==> src/hdl/dpss_pkg.sv <==
package dpss_pkg;

	localparam int unsigned ADDR_W = 12;
	localparam int unsigned DATA_W = 32;

	// register byte addresses
	localparam logic [11:0] ADDR_LINK_RATE   = 12'h09C;
	localparam logic [11:0] ADDR_LANE_COUNT  = 12'h0A0;
	localparam logic [11:0] ADDR_BLOCK_ID    = 12'h0FC;
	localparam logic [11:0] ADDR_FIFO_OVERRUN = 12'h110;
	localparam logic [11:0] ADDR_VSYNC_MON   = 12'h114;
	localparam logic [11:0] ADDR_XCVR_RESET  = 12'h200;
	localparam logic [11:0] ADDR_XCVR_STATUS = 12'h208;
	localparam logic [11:0] ADDR_IDLE_RESET  = 12'h20C;

	// reset values and the transceiver hold code
	localparam logic [31:0] XCVR_RESET_RST  = 32'h00000003;
	localparam logic [1:0]  XCVR_HOLD_CODE  = 2'h3;
	localparam logic [31:0] LINK_RATE_RST   = 32'h00000000;
	localparam logic [31:0] LANE_COUNT_RST  = 32'h00000000;
	localparam logic [31:0] IDLE_RESET_RST  = 32'h00000000;

	// identification fields
	localparam int unsigned ID_REV_LSB  = 8;
	localparam int unsigned ID_MODE_LSB = 0;
	localparam logic [7:0]  MODE_TRANSMIT = 8'h00;
	localparam logic [7:0]  MODE_RECEIVE  = 8'h01;

	// transceiver status field positions
	localparam int unsigned ST_RESET_DONE_LSB = 0;
	localparam int unsigned ST_PLL_T0_BIT     = 4;
	localparam int unsigned ST_PLL_T1_BIT     = 5;
	localparam int unsigned ST_FABRIC_PLL_BIT = 6;
	localparam int unsigned ST_RXCLK_LOCK_BIT = 7;
	localparam int unsigned ST_PRBS_LSB       = 8;
	localparam int unsigned ST_VOLT_LOW_LSB   = 12;
	localparam int unsigned ST_ALIGN_LSB      = 16;
	localparam int unsigned ST_SYMLOCK_LSB    = 19;
	localparam int unsigned ST_RXBUF_LSB      = 24;

	// dma vertical sync length in clock cycles
	localparam int unsigned VSYNC_DMA_CYCLES = 255;

	typedef enum logic [1:0] {
		DPSS_VS_IDLE,
		DPSS_VS_DMA_PULSE
	} dpss_vs_state_type;

endpackage

==> src/hdl/dpss_regs.sv <==
`timescale 1ns/100ps
module dpss_regs
	import dpss_pkg::*;
#(
	parameter int unsigned LANES        = 4,
	parameter logic [7:0]  PROTO_MAJOR  = 8'h01, // arbitrary value
	parameter logic [7:0]  PROTO_MINOR  = 8'h00, // arbitrary value
	parameter logic [7:0]  PROTO_REV    = 8'h00, // arbitrary value
	parameter int unsigned VSYNC_CYCLES = VSYNC_DMA_CYCLES
) (
	// clock and reset
	input  wire logic                clk_i,
	input  wire logic                rst_n_i,
	// register bus, APB style
	input  wire logic                psel_i,
	input  wire logic                penable_i,
	input  wire logic                pwrite_i,
	input  wire logic [ADDR_W-1:0]   paddr_i,
	input  wire logic [DATA_W-1:0]   pwdata_i,
	output logic      [DATA_W-1:0]   prdata_o,
	output logic                     pready_o,
	output logic                     pslverr_o,
	// transceiver status, from the PHY domain
	input  wire logic [3:0]          transceiver_reset_control_done_i,
	input  wire logic [1:0]          phy_tile_pll_lock_i,
	input  wire logic                phy_fabric_pll_lock_i,
	input  wire logic                phy_rx_clk_lock_i,
	input  wire logic [3:0]          phy_prbs_err_i,
	input  wire logic [3:0]          phy_volt_low_i,
	input  wire logic [LANES-1:0]    phy_lane_align_i,
	input  wire logic [LANES-1:0]    phy_symbol_lock_i,
	input  wire logic [2*LANES-1:0]  phy_rx_buf_status_i,
	input  wire logic                phy_elec_idle_i,
	// video path events, from the video domain
	input  wire logic                pix_fifo_ovf_toggle_i,
	input  wire logic                vsync_level_i,
	input  wire logic                vsync_start_toggle_i,
	input  wire logic                dma_mode_i,
	// controls toward the core
	output logic      [DATA_W-1:0]   link_rate_o,
	output logic      [DATA_W-1:0]   lane_count_o,
	output logic                     phy_rx_reset_o
);

	localparam int unsigned SYNC_W = 21 + 4 * LANES;
	localparam logic [1:0]  ARM_DONE = 2'h3;
	localparam int unsigned VCNT_W = $clog2(VSYNC_CYCLES + 1);
	localparam logic [VCNT_W-1:0] VSYNC_LAST = VCNT_W'(VSYNC_CYCLES - 1);

	initial begin
		if (LANES != 4) begin
			$error("dpss_regs: status layout serves exactly four lanes");
		end
		if (VSYNC_CYCLES < 1) begin
			$error("dpss_regs: VSYNC_CYCLES must be at least 1");
		end
	end

	// reset release through two flip-flops
	logic rst_meta_reg;
	logic rst_sync_reg;
	logic rst_n;

	always_ff @(posedge clk_i or negedge rst_n_i) begin
		if (!rst_n_i) begin
			rst_meta_reg <= 1'b0;
			rst_sync_reg <= 1'b0;
		end else begin
			rst_meta_reg <= 1'b1;
			rst_sync_reg <= rst_meta_reg;
		end
	end

	assign rst_n = rst_sync_reg;

	// all foreign-domain inputs share one synchroniser bank
	logic [SYNC_W-1:0] async_bus;
	logic [SYNC_W-1:0] sync_bus;

	assign async_bus = {
		phy_rx_buf_status_i,
		phy_symbol_lock_i,
		phy_lane_align_i,
		phy_volt_low_i,
		phy_prbs_err_i,
		phy_rx_clk_lock_i,
		phy_fabric_pll_lock_i,
		phy_tile_pll_lock_i,
		transceiver_reset_control_done_i,
		phy_elec_idle_i,
		pix_fifo_ovf_toggle_i,
		vsync_level_i,
		vsync_start_toggle_i,
		dma_mode_i
	};

	dpss_sync #(
		.WIDTH (SYNC_W)
	) u_sync (
		.clk_i   (clk_i),
		.rst_n_i (rst_n),
		.async_i (async_bus),
		.sync_o  (sync_bus)
	);

	logic        dma_mode_s;
	logic        vs_start_tgl_s;
	logic        vsync_level_s;
	logic        ovf_tgl_s;
	logic        elec_idle_s;
	logic [SYNC_W-6:0] transceiver_status_s;

	assign dma_mode_s     = sync_bus[0];
	assign vs_start_tgl_s = sync_bus[1];
	assign vsync_level_s  = sync_bus[2];
	assign ovf_tgl_s      = sync_bus[3];
	assign elec_idle_s    = sync_bus[4];
	assign transceiver_status_s   = sync_bus[SYNC_W-1:5];

	// event recovery from toggles; edge compares synced copy with a third stage
	logic ovf_tgl_reg;
	logic ovf_tgl_next;
	logic vs_tgl_reg;
	logic vs_tgl_next;
	logic ovf_event;
	logic vs_start_event;
	// toggles keep their level across our reset; edges are ignored until the
	// synchroniser and edge stage have refilled, so an event in that gap is lost
	logic [1:0] arm_reg;
	logic [1:0] arm_next;
	logic       armed;

	assign armed = (arm_reg == ARM_DONE);

	always_comb begin
		ovf_tgl_next   = ovf_tgl_s;
		vs_tgl_next    = vs_start_tgl_s;
		arm_next       = arm_reg;
		if (!armed) begin
			arm_next = arm_reg + 2'h1;
		end
		ovf_event      = armed && (ovf_tgl_s ^ ovf_tgl_reg);
		vs_start_event = armed && (vs_start_tgl_s ^ vs_tgl_reg);
	end

	always_ff @(posedge clk_i or negedge rst_n) begin
		if (!rst_n) begin
			ovf_tgl_reg <= 1'b0;
			vs_tgl_reg  <= 1'b0;
			arm_reg     <= 2'h0;
		end else begin
			ovf_tgl_reg <= ovf_tgl_next;
			vs_tgl_reg  <= vs_tgl_next;
			arm_reg     <= arm_next;
		end
	end

	// bus access decode: one wait state, answer on the cycle after setup+enable
	logic access;
	logic wr_access;
	logic rd_access;

	assign access    = psel_i && penable_i && !pready_o;
	assign wr_access = access && pwrite_i;
	assign rd_access = access && !pwrite_i;

	// writable registers
	logic [DATA_W-1:0] link_rate_reg;
	logic [DATA_W-1:0] link_rate_next;
	logic [DATA_W-1:0] lane_count_reg;
	logic [DATA_W-1:0] lane_count_next;
	logic [DATA_W-1:0] xcvr_reset_reg;
	logic [DATA_W-1:0] xcvr_reset_next;
	logic [DATA_W-1:0] idle_reset_reg;
	logic [DATA_W-1:0] idle_reset_next;

	always_comb begin
		link_rate_next  = link_rate_reg;
		lane_count_next = lane_count_reg;
		xcvr_reset_next = xcvr_reset_reg;
		idle_reset_next = idle_reset_reg;
		if (wr_access) begin
			unique case (paddr_i)
				ADDR_LINK_RATE: begin
					link_rate_next = pwdata_i;
				end
				ADDR_LANE_COUNT: begin
					lane_count_next = pwdata_i;
				end
				ADDR_XCVR_RESET: begin
					xcvr_reset_next = pwdata_i;
				end
				ADDR_IDLE_RESET: begin
					idle_reset_next = pwdata_i;
				end
				default: begin
				end
			endcase
		end
	end

	always_ff @(posedge clk_i or negedge rst_n) begin
		if (!rst_n) begin
			link_rate_reg  <= LINK_RATE_RST;
			lane_count_reg <= LANE_COUNT_RST;
			xcvr_reset_reg <= XCVR_RESET_RST;
			idle_reset_reg <= IDLE_RESET_RST;
		end else begin
			link_rate_reg  <= link_rate_next;
			lane_count_reg <= lane_count_next;
			xcvr_reset_reg <= xcvr_reset_next;
			idle_reset_reg <= idle_reset_next;
		end
	end

	// pixel FIFO overrun flag
	logic ovf_flag_reg;
	logic ovf_flag_next;

	always_comb begin
		ovf_flag_next = ovf_flag_reg;
		if (rd_access && paddr_i == ADDR_FIFO_OVERRUN) begin
			ovf_flag_next = 1'b0;
		end
		if (ovf_event) begin
			ovf_flag_next = 1'b1;
		end
	end

	always_ff @(posedge clk_i or negedge rst_n) begin
		if (!rst_n) begin
			ovf_flag_reg <= 1'b0;
		end else begin
			ovf_flag_reg <= ovf_flag_next;
		end
	end

	// vertical sync monitor; dma pulse is rebuilt here at fixed length
	dpss_vs_state_type vs_state_reg;
	dpss_vs_state_type vs_state_next;
	logic [VCNT_W-1:0] vs_cnt_reg;
	logic [VCNT_W-1:0] vs_cnt_next;
	logic              vs_mon_reg;
	logic              vs_mon_next;

	always_comb begin
		vs_state_next = vs_state_reg;
		vs_cnt_next   = vs_cnt_reg;
		unique case (vs_state_reg)
			DPSS_VS_IDLE: begin
				if (dma_mode_s && vs_start_event) begin
					vs_state_next = DPSS_VS_DMA_PULSE;
					vs_cnt_next   = '0;
				end
			end
			DPSS_VS_DMA_PULSE: begin
				if (vs_cnt_reg == VSYNC_LAST) begin
					vs_state_next = DPSS_VS_IDLE;
				end else begin
					vs_cnt_next = vs_cnt_reg + VCNT_W'(1);
				end
			end
			default: begin
				vs_state_next = DPSS_VS_IDLE;
			end
		endcase
		if (dma_mode_s) begin
			vs_mon_next = (vs_state_next == DPSS_VS_DMA_PULSE);
		end else begin
			vs_mon_next = vsync_level_s;
		end
	end

	always_ff @(posedge clk_i or negedge rst_n) begin
		if (!rst_n) begin
			vs_state_reg <= DPSS_VS_IDLE;
			vs_cnt_reg   <= '0;
			vs_mon_reg   <= 1'b0;
		end else begin
			vs_state_reg <= vs_state_next;
			vs_cnt_reg   <= vs_cnt_next;
			vs_mon_reg   <= vs_mon_next;
		end
	end

	// transceiver status word
	logic [DATA_W-1:0] xcvr_status;

	always_comb begin
		xcvr_status = '0;
		xcvr_status[ST_RESET_DONE_LSB +: 4] = transceiver_status_s[3:0];
		xcvr_status[ST_PLL_T0_BIT]     = transceiver_status_s[4];
		xcvr_status[ST_PLL_T1_BIT]     = transceiver_status_s[5];
		xcvr_status[ST_FABRIC_PLL_BIT] = transceiver_status_s[6];
		xcvr_status[ST_RXCLK_LOCK_BIT] = transceiver_status_s[7];
		xcvr_status[ST_PRBS_LSB +: 4] = transceiver_status_s[11:8];
		xcvr_status[ST_VOLT_LOW_LSB +: 4] = transceiver_status_s[15:12];
		xcvr_status[ST_ALIGN_LSB +: 2] = transceiver_status_s[17:16];
		// symbol lock, lane 1 at bit 20
		xcvr_status[ST_SYMLOCK_LSB +: 4] = transceiver_status_s[23:20];
		xcvr_status[ST_RXBUF_LSB +: 8] = sync_bus[SYNC_W-1 -: 8];
	end

	// read data and answer
	logic [DATA_W-1:0] prdata_reg;
	logic [DATA_W-1:0] prdata_next;
	logic              pready_reg;
	logic              pready_next;
	logic              pslverr_reg;
	logic              pslverr_next;
	logic              addr_hit;

	always_comb begin
		addr_hit     = 1'b1;
		prdata_next  = '0;
		unique case (paddr_i)
			ADDR_LINK_RATE: begin
				prdata_next = link_rate_reg;
			end
			ADDR_LANE_COUNT: begin
				prdata_next = lane_count_reg;
			end
			ADDR_BLOCK_ID: begin
				prdata_next = {PROTO_MAJOR, PROTO_MINOR, PROTO_REV, MODE_RECEIVE};
			end
			ADDR_FIFO_OVERRUN: begin
				prdata_next[0] = ovf_flag_reg;
			end
			ADDR_VSYNC_MON: begin
				prdata_next[0] = vs_mon_reg;
			end
			ADDR_XCVR_RESET: begin
				prdata_next = xcvr_reset_reg;
			end
			ADDR_XCVR_STATUS: begin
				prdata_next = xcvr_status;
			end
			ADDR_IDLE_RESET: begin
				prdata_next = idle_reset_reg;
			end
			default: begin
				addr_hit = 1'b0;
			end
		endcase
		if (!rd_access) begin
			prdata_next = '0;
		end
		pready_next  = access;
		pslverr_next = access && !addr_hit;
	end

	always_ff @(posedge clk_i or negedge rst_n) begin
		if (!rst_n) begin
			prdata_reg  <= '0;
			pready_reg  <= 1'b0;
			pslverr_reg <= 1'b0;
		end else begin
			prdata_reg  <= prdata_next;
			pready_reg  <= pready_next;
			pslverr_reg <= pslverr_next;
		end
	end

	assign prdata_o  = prdata_reg;
	assign pready_o  = pready_reg;
	assign pslverr_o = pslverr_reg;

	// transceiver_reset_control output; idle reset only helps when no link is present
	logic phy_rst_reg;
	logic phy_rst_next;

	always_comb begin
		phy_rst_next = 1'b0;
		// hold code keeps phy in reset
		if (xcvr_reset_reg[1:0] == XCVR_HOLD_CODE) begin
			phy_rst_next = 1'b1;
		end
		if (idle_reset_reg[0] && elec_idle_s) begin
			phy_rst_next = 1'b1;
		end
	end

	always_ff @(posedge clk_i or negedge rst_n) begin
		if (!rst_n) begin
			phy_rst_reg <= 1'b1;
		end else begin
			phy_rst_reg <= phy_rst_next;
		end
	end

	assign phy_rx_reset_o = phy_rst_reg;
	assign link_rate_o    = link_rate_reg;
	assign lane_count_o   = lane_count_reg;

endmodule

==> src/hdl/dpss_sync.sv <==
`timescale 1ns/100ps
module dpss_sync
	import dpss_pkg::*;
#(
	parameter int unsigned WIDTH = 1
) (
	// clock and reset
	input  wire logic             clk_i,
	input  wire logic             rst_n_i,
	// data
	input  wire logic [WIDTH-1:0] async_i,
	output logic      [WIDTH-1:0] sync_o
);

	logic [WIDTH-1:0] meta_reg;
	logic [WIDTH-1:0] sync_reg;

	// first stage feeds only the second
	always_ff @(posedge clk_i or negedge rst_n_i) begin
		if (!rst_n_i) begin
			meta_reg <= '0;
			sync_reg <= '0;
		end else begin
			meta_reg <= async_i;
			sync_reg <= meta_reg;
		end
	end

	assign sync_o = sync_reg;

	initial begin
		if (WIDTH < 1) begin
			$error("dpss_sync: WIDTH must be at least 1");
		end
	end

endmodule

==> config.mk <==
export PLATFORM = sky130hd
export DESIGN_NAME = dpss_regs
export DESIGN_NICKNAME = d
export VERILOG_FILES = /design/src/hdl/dpss_pkg.sv /design/src/hdl/dpss_regs.sv /design/src/hdl/dpss_sync.sv
export SDC_FILE = /design/constraint.sdc
export NUM_CORES = 1
export LEC_CHECK = 0
export ABC_AREA = 1
export BUFFER_PORTS_ARGS = -buffer_cell sky130_fd_sc_hd__buf_2
export CAP_MARGIN = 20
export CORE_MARGIN = 2
export CORE_UTILIZATION = 25
export CTS_BUF_LIST = sky130_fd_sc_hd__clkbuf_4 sky130_fd_sc_hd__clkbuf_8 sky130_fd_sc_hd__clkbuf_16
export DETAILED_ROUTE_END_ITERATION = 7
export PLACE_DENSITY_LB_ADDON = 0.15
export SETUP_SLACK_MARGIN = 0.15
export SLEW_MARGIN = 20
export SYNTH_ARGS = -nofsm -noshare
export SYNTH_HDL_FRONTEND = slang
export SYNTH_SLANG_ARGS = --single-unit
==> constraint.sdc <==
create_clock -name clk_i -period 13.2 [get_ports clk_i]
set_input_delay 1.98 -clock clk_i [delete_from_list [all_inputs] [get_ports clk_i]]
set_output_delay 1.98 -clock clk_i [all_outputs]
set_load 0.005 [all_outputs]
==> Word-level counts from Yosys, hierarchy flattened <==
Index checks and enable logic that the tools add are counted.
{ "word_totals": {"reg_bits": 255, "out_inout_bits": 99} }
{ "classes": {"add_sub_neg": 2, "eq_ne": 15, "muxes": 15, "bitwise": 2, "reduce_logical": 22} }
{ "op_table": {"columns": ["cell", "count"], "rows": [
  ["one-hot mux 31 bit (6 select lines)", 1],
  ["== test 12 x 10 -> 1 bit, second input constant", 3],
  ["== test 12 x 8 -> 1 bit, second input constant", 3],
  ["two-way mux 32 bit", 1],
  ["== test 12 x 9 -> 1 bit, second input constant", 2],
  ["two-way mux 8 bit", 2],
  ["one-hot mux 8 bit (2 select lines)", 1],
  ["logical AND 1 bit", 10],
  ["adder 8 x 1 -> 8 bit, second input constant", 1],
  ["== test 8 bit, second input constant", 1],
  ["one-hot mux 1 bit (8 select lines)", 1],
  ["AND reduction 2 bit", 4],
  ["OR reduction 8 bit", 1],
  ["two-way mux 1 bit", 6],
  ["== test 2 x 1 -> 1 bit, second input constant", 2],
  ["== test 2 bit, second input constant", 2],
  ["two-way mux 2 bit", 2],
  ["!= test 2 bit, second input constant", 2],
  ["one-hot mux 2 bit (2 select lines)", 1],
  ["nonzero test 2 bit", 2],
  ["logical NOT 1 bit", 3],
  ["AND reduction 3 bit", 1],
  ["adder 2 x 1 -> 2 bit, second input constant", 1],
  ["logical NOT 2 bit", 1],
  ["XOR 1 bit", 2]
]} }

==> Depth between registers and ports, before layout <==
{ "depth": {"ltp_word": 7, "mapped_depth": 11, "ltp_nobuf": 10} }

==> By module <==
From an unflattened synthesis, not the netlist that was laid out.
{ "hier_totals": {"cells_unflattened": 1049, "area_unflattened_um2": 10222.3} }
{ "modules_own_cells": {"columns": ["module", "instances", "cells_per_inst", "area_each_um2"], "rows": [
  ["dpss_regs", 1, 975, 8370.5],
  ["dpss_sync", 1, 74, 1851.8]
]} }

==> Worst setup path after synthesis <==
No wires, ideal clock.
{ "synth_timing": {"path_type": "in2reg", "startpoint": "in paddr_i[11]", "endpoint": "reg prdata_reg[10], in the netlist prdata_o[10]", "setup_time_ps": 69, "arrival_time_ps": 2932, "t_required_ps": 13131, "setup_slack_ps": 10199, "stages": 9, "n_path_buf": 2, "cell_sequence": "nor2_1 > nand2_2 > inv_2 > buf_2 > buf_4 > nand3_2 > nand3_1 > nor2_1 > nor2_2"} }
{ "synth_between": {"elab_chain_len": 3} }
{ "synth_lines": {"columns": ["element", "line", "text"], "rows": [
  ["start, declared", "dpss_regs.sv:18", "input wire logic [ADDR_W-1:0] paddr_i,"],
  ["== test 12 x 10 -> 1 bit / == test 12 x 8 -> 1 bit (equally long branches)", "dpss_regs.sv:316", "unique case (paddr_i)"],
  ["one-hot mux 31 bit (6 select lines) (*)", "dpss_regs.sv:316", null],
  ["two-way mux 32 bit (*)", "dpss_regs.sv:345", "if (!rd_access) begin"],
  ["via prdata_next[10]", "dpss_regs.sv:306", "logic [DATA_W-1:0] prdata_next;"],
  ["end signal, assigned", "dpss_regs.sv:358", "prdata_reg <= prdata_next;"],
  ["end, declared", "dpss_regs.sv:305", "logic [DATA_W-1:0] prdata_reg;"]
]} }
Mark *: on every way through the listed nets, which the timed path passes. The rest lies on a longest branch.
A chain may end at the register's enable or synchronous reset.

==> Final worst setup path <==
{ "layout_timing": {"startpoint": "in paddr_i[11]", "endpoint": "reg prdata_reg[28], in the netlist prdata_o[28]"} }
The elaborated chain is that of the path after synthesis.

==> metrics.md <==
| Metric | Value |
|---|---|
| Run status | finished, final reports clean |
| Y dimension of the die | 206 um |
| Fraction of the mapped netlist area in compound gates | 7.36% |
| Initial detailed-routing violation count | 421 |
| Total power divided by cell area | 135 nW/um^2 |
| Critical-path maximum fanout | 32 |
| Netlist area before placement | 10200 sq um |
| Floorplan Core Area | approximately 40000 sq um |
| Worst reg2reg setup slack | 10.82 ns |
| Sum of routed wire segments on met1 | 13700 um |
| Top Metal Used | met4 |
| Tcrit/Tclk final | roughly a third |
| Worst slew margin relative to its limit | slightly below 30% |
| Grt total ovfl | 0 |
| Count of maximum capacitance violations | 0 |
| Total GRT Usage | 14.2% |
| Maximum number of pins on one net before global-route repair | about 140 |
| Drt wl/cell | 16.7 um |
| Maximum clock frequency | 237 MHz |
| Total number of vias | 7519 |
| Number of CTS-inserted buffers | 30 |
| Ports | 185 |
| Met3 layer wire length in the routed design | 1610 um |
| Dominant combinational cell family by area after synthesis | simple AND/OR/NAND/NOR gates |
| Clock transition time at the flip-flop clock pins of the worst setup and hold paths | ~0.060 ns |
| Count of non-filler cells in the finished layout | 1776 |
| Inserted Diodes | 0 |
| TritonCTS clock tree | built |
| Critical path startpoint category | input port |
| Remaining routing DRC violations | 0 |
| Area growth syn-to-layout | 23.0% |
| Number of antenna violations at the first check in global routing | 0 |
| Final worst path period need | between 4 and 5 ns |
| Hold buffers post-CTS | 0 |
| Synth Register Bits | 251 |
| Peak VDD IR | 84.6 uV |
| Die extent in x | roughly 210 um |
| Clk root buf | clkbuf_16 |
| DRT Wirelength | 29600 um |
| Post-synthesis sequential area ratio | 61.7% |
| Share of synthesized cell area in full adder, half adder and majority cells | 0.368% |
| XOR/XNOR share of the synthesized area | less than 1% |
| Number of I/O port buffers | 182 |
| CTS Buffer Depth | 3 |
| Yosys warning total | 0 |
| Setup Slack @ Placement | 8.24 ns |
| Placer's final routability congestion estimate | 0.746 |
| Simple-gate share of the synthesized area | 24.0% |
| Final WS setup | 8.99 ns |
| Pins Over Slew Limit | 0 |
| Final-layout fill cell count | 4297 |
| HP Class | reg2reg |
| Clk sink count | around 250 |
| DR pass1 iterations | 4 |
| Setup repair after global routing missed its margin | no |
| Post-CTS setup buffer count | 0 |
| Post-synth net total | 1147 |
| Source-to-sink clock delay at the later pin of the worst-skew pair | around 0.56 ns |
| Number of vias per cell after detailed routing | 4.23 |
| Post-cts sizing count | 0 |
| Vias in the first global route | 7642 |
| Kind of end point of the critical path | flop |
| WS Path Type | in2reg |
| Number of cell rows | 73 |
| Final setup violation count | 0 |
| Setup TNS | 0 ns |
| Fraction of synthesized area in multiplexers | 0% |
| Number of nets with antenna violations after routing | 0 |
| Net total in the final layout | about 1300 |
| Starting Density | 25.5% |
| Area of the die | 42400 sq um |
| Skew final | 0.00764 ns |
| Arr. time, crit path | around 4.7 ns |
| Placed wire-length estimate after detailed placement | approximately 18000 um |
| Final Hold Viols | 0 |
| Cells after DPL | ~1700 |
| Synth Instances | 1058 |
| Measured slew at the worst slew-check pin | 1.06 ns |
| Number of different library cells in the post-synthesis netlist | 31 |
| Global-route wire length before repair | 45800 um |
| Post-synthesis area per instance | about 9.6 sq um |
| Share of layout cells above drive strength 1 | 27.4% |
| Detailed-routed wire length on met2 | 13700 um |
| Data required, critical path | 13.69 ns |
| Total number of H-tree levels | 1 |
| LEAKAGE | 0.00625 uW |
[layer usage]
layer	up-vias	track usage, %
li1	3740	-
met1	3585	19.3
met2	154	23.2
met3	40	3.14
met4	0	3.32
met5	-	0
[power breakdown]
| part | leakage, uW | switching (uW) | internal [uW] | total, uW |
|---|---|---|---|---|
| logic | 0.00243 | 37.3 | 14.5 | 51.8 |
| registers | 0.00330 | 7.86 | 783 | 791 |
| clock network | 0.000524 | 334 | 511 | 846 |
| total | 0.00625 | 380 | 1310 | 1690 |
[area by class of cell]
type | count | area, sq um | area share [%]
Clock buffer | 40 | 893 | 7.12
Clock inverter | 16 | 136 | 1.09
Inverter | 74 | 278 | 2.22
Sequential cell | 251 | 6290 | 50.1
Tap cell | 525 | 657 | 5.24
Timing Repair Buffer | 188 | 968 | 7.72
Multi-Input combinational cell | 682 | 3320 | 26.5
[worst max-delay path, cell delays in order]
cell and delay [ns]:
buf_2 0.10, nor2_1 0.22, nand2_2 0.14, nor2_4 0.84, nand2_1 0.22, nand2_1 0.18, inv_2 0.03, nand2_1 0.07
nand2_2 0.36, buf_4 0.41, nor2_2 0.14
[cell families after synthesis]
group                    count (synthesis)
AND/OR/NAND/NOR                        534
flip-flops                             251
AO/OA/AOI/OAI                          138
buffers and inverters                  125
XOR/XNOR                                 5
adder cells (fa/ha/maj)                  3
other                                    2
[path summary, 6_finish.rpt]
| check | from | endpoint | cells past startpoint |
|---|---|---|---|
| worst max-delay path | paddr_i[11] | prdata_o[28] | 11 |
| min in group asynchronous | rst_n | u_sync.meta_reg[31] | 0 |
| worst min-delay path | u_sync.meta_reg[30] | u_sync.sync_o[30] | 0 |
| worst min register to register | u_sync.meta_reg[30] | u_sync.sync_o[30] | 0 |
| worst max register to register | rst_n | u_sync.meta_reg[17] | 2 |
| max in group asynchronous | rst_n | u_sync.meta_reg[17] | 2 |
[stage by stage]
stage	cell area, sq um	utilization, %	hold WS (ns)	total power (uW)
3_3_place_gp	11500	28.8	0.334	859
6_report	12500	31.3	0.344	1690
4_1_cts	12500	31.3	0.345	1730
3_5_place_dp	11500	28.8	0.335	860
5_1_grt	12500	31.3	0.351	1760
2_1_floorplan	10200	-	0.331	830
[cell usage in the layout (no fill, tap or decap), drive strengths merged]
| cell type | synthesis | layout |
|---|---|---|
| clkbuf | 2 | 40 |
| nor3 | 3 | 3 |
| o21ai | 132 | 132 |
| buf | 49 | 188 |
| xnor2 | 3 | 3 |
| or2 | 2 | 2 |
| nand2 | 288 | 288 |
| inv | 74 | 73 |
| a21oi | 3 | 3 |
| clkinv | 0 | 14 |
| bufinv | 0 | 2 |
| dfrtp | 248 | 248 |
| conb | 2 | 2 |
| clkinvlp | 0 | 1 |
| nand4 | 2 | 2 |
| nand3 | 134 | 134 |
| xor2 | 2 | 2 |
| o31ai | 1 | 1 |
| dfstp | 3 | 3 |
| nor2 | 105 | 105 |
| ha | 3 | 3 |
| a22o | 1 | 1 |
| a31oi | 1 | 1 |
[synth_stat cells (all sizes together)]
cell type / n / area share (%)
a21oi: 3 / 0.15
a22o: 1 / 0.086
a31oi: 1 / 0.061
buf: 49 / 3.3
clkbuf: 2 / 0.074
conb: 2 / 0.074
dfrtp: 248 / 61
dfstp: 3 / 0.77
ha: 3 / 0.37
inv: 74 / 2.7
nand2: 288 / 11
nand3: 134 / 7.7
nand4: 2 / 0.12
nor2: 105 / 5.0
nor3: 3 / 0.15
o21ai: 132 / 7.0
o31ai: 1 / 0.074
or2: 2 / 0.12
xnor2: 3 / 0.26
xor2: 2 / 0.17
(Power assumes the default switching activity.)
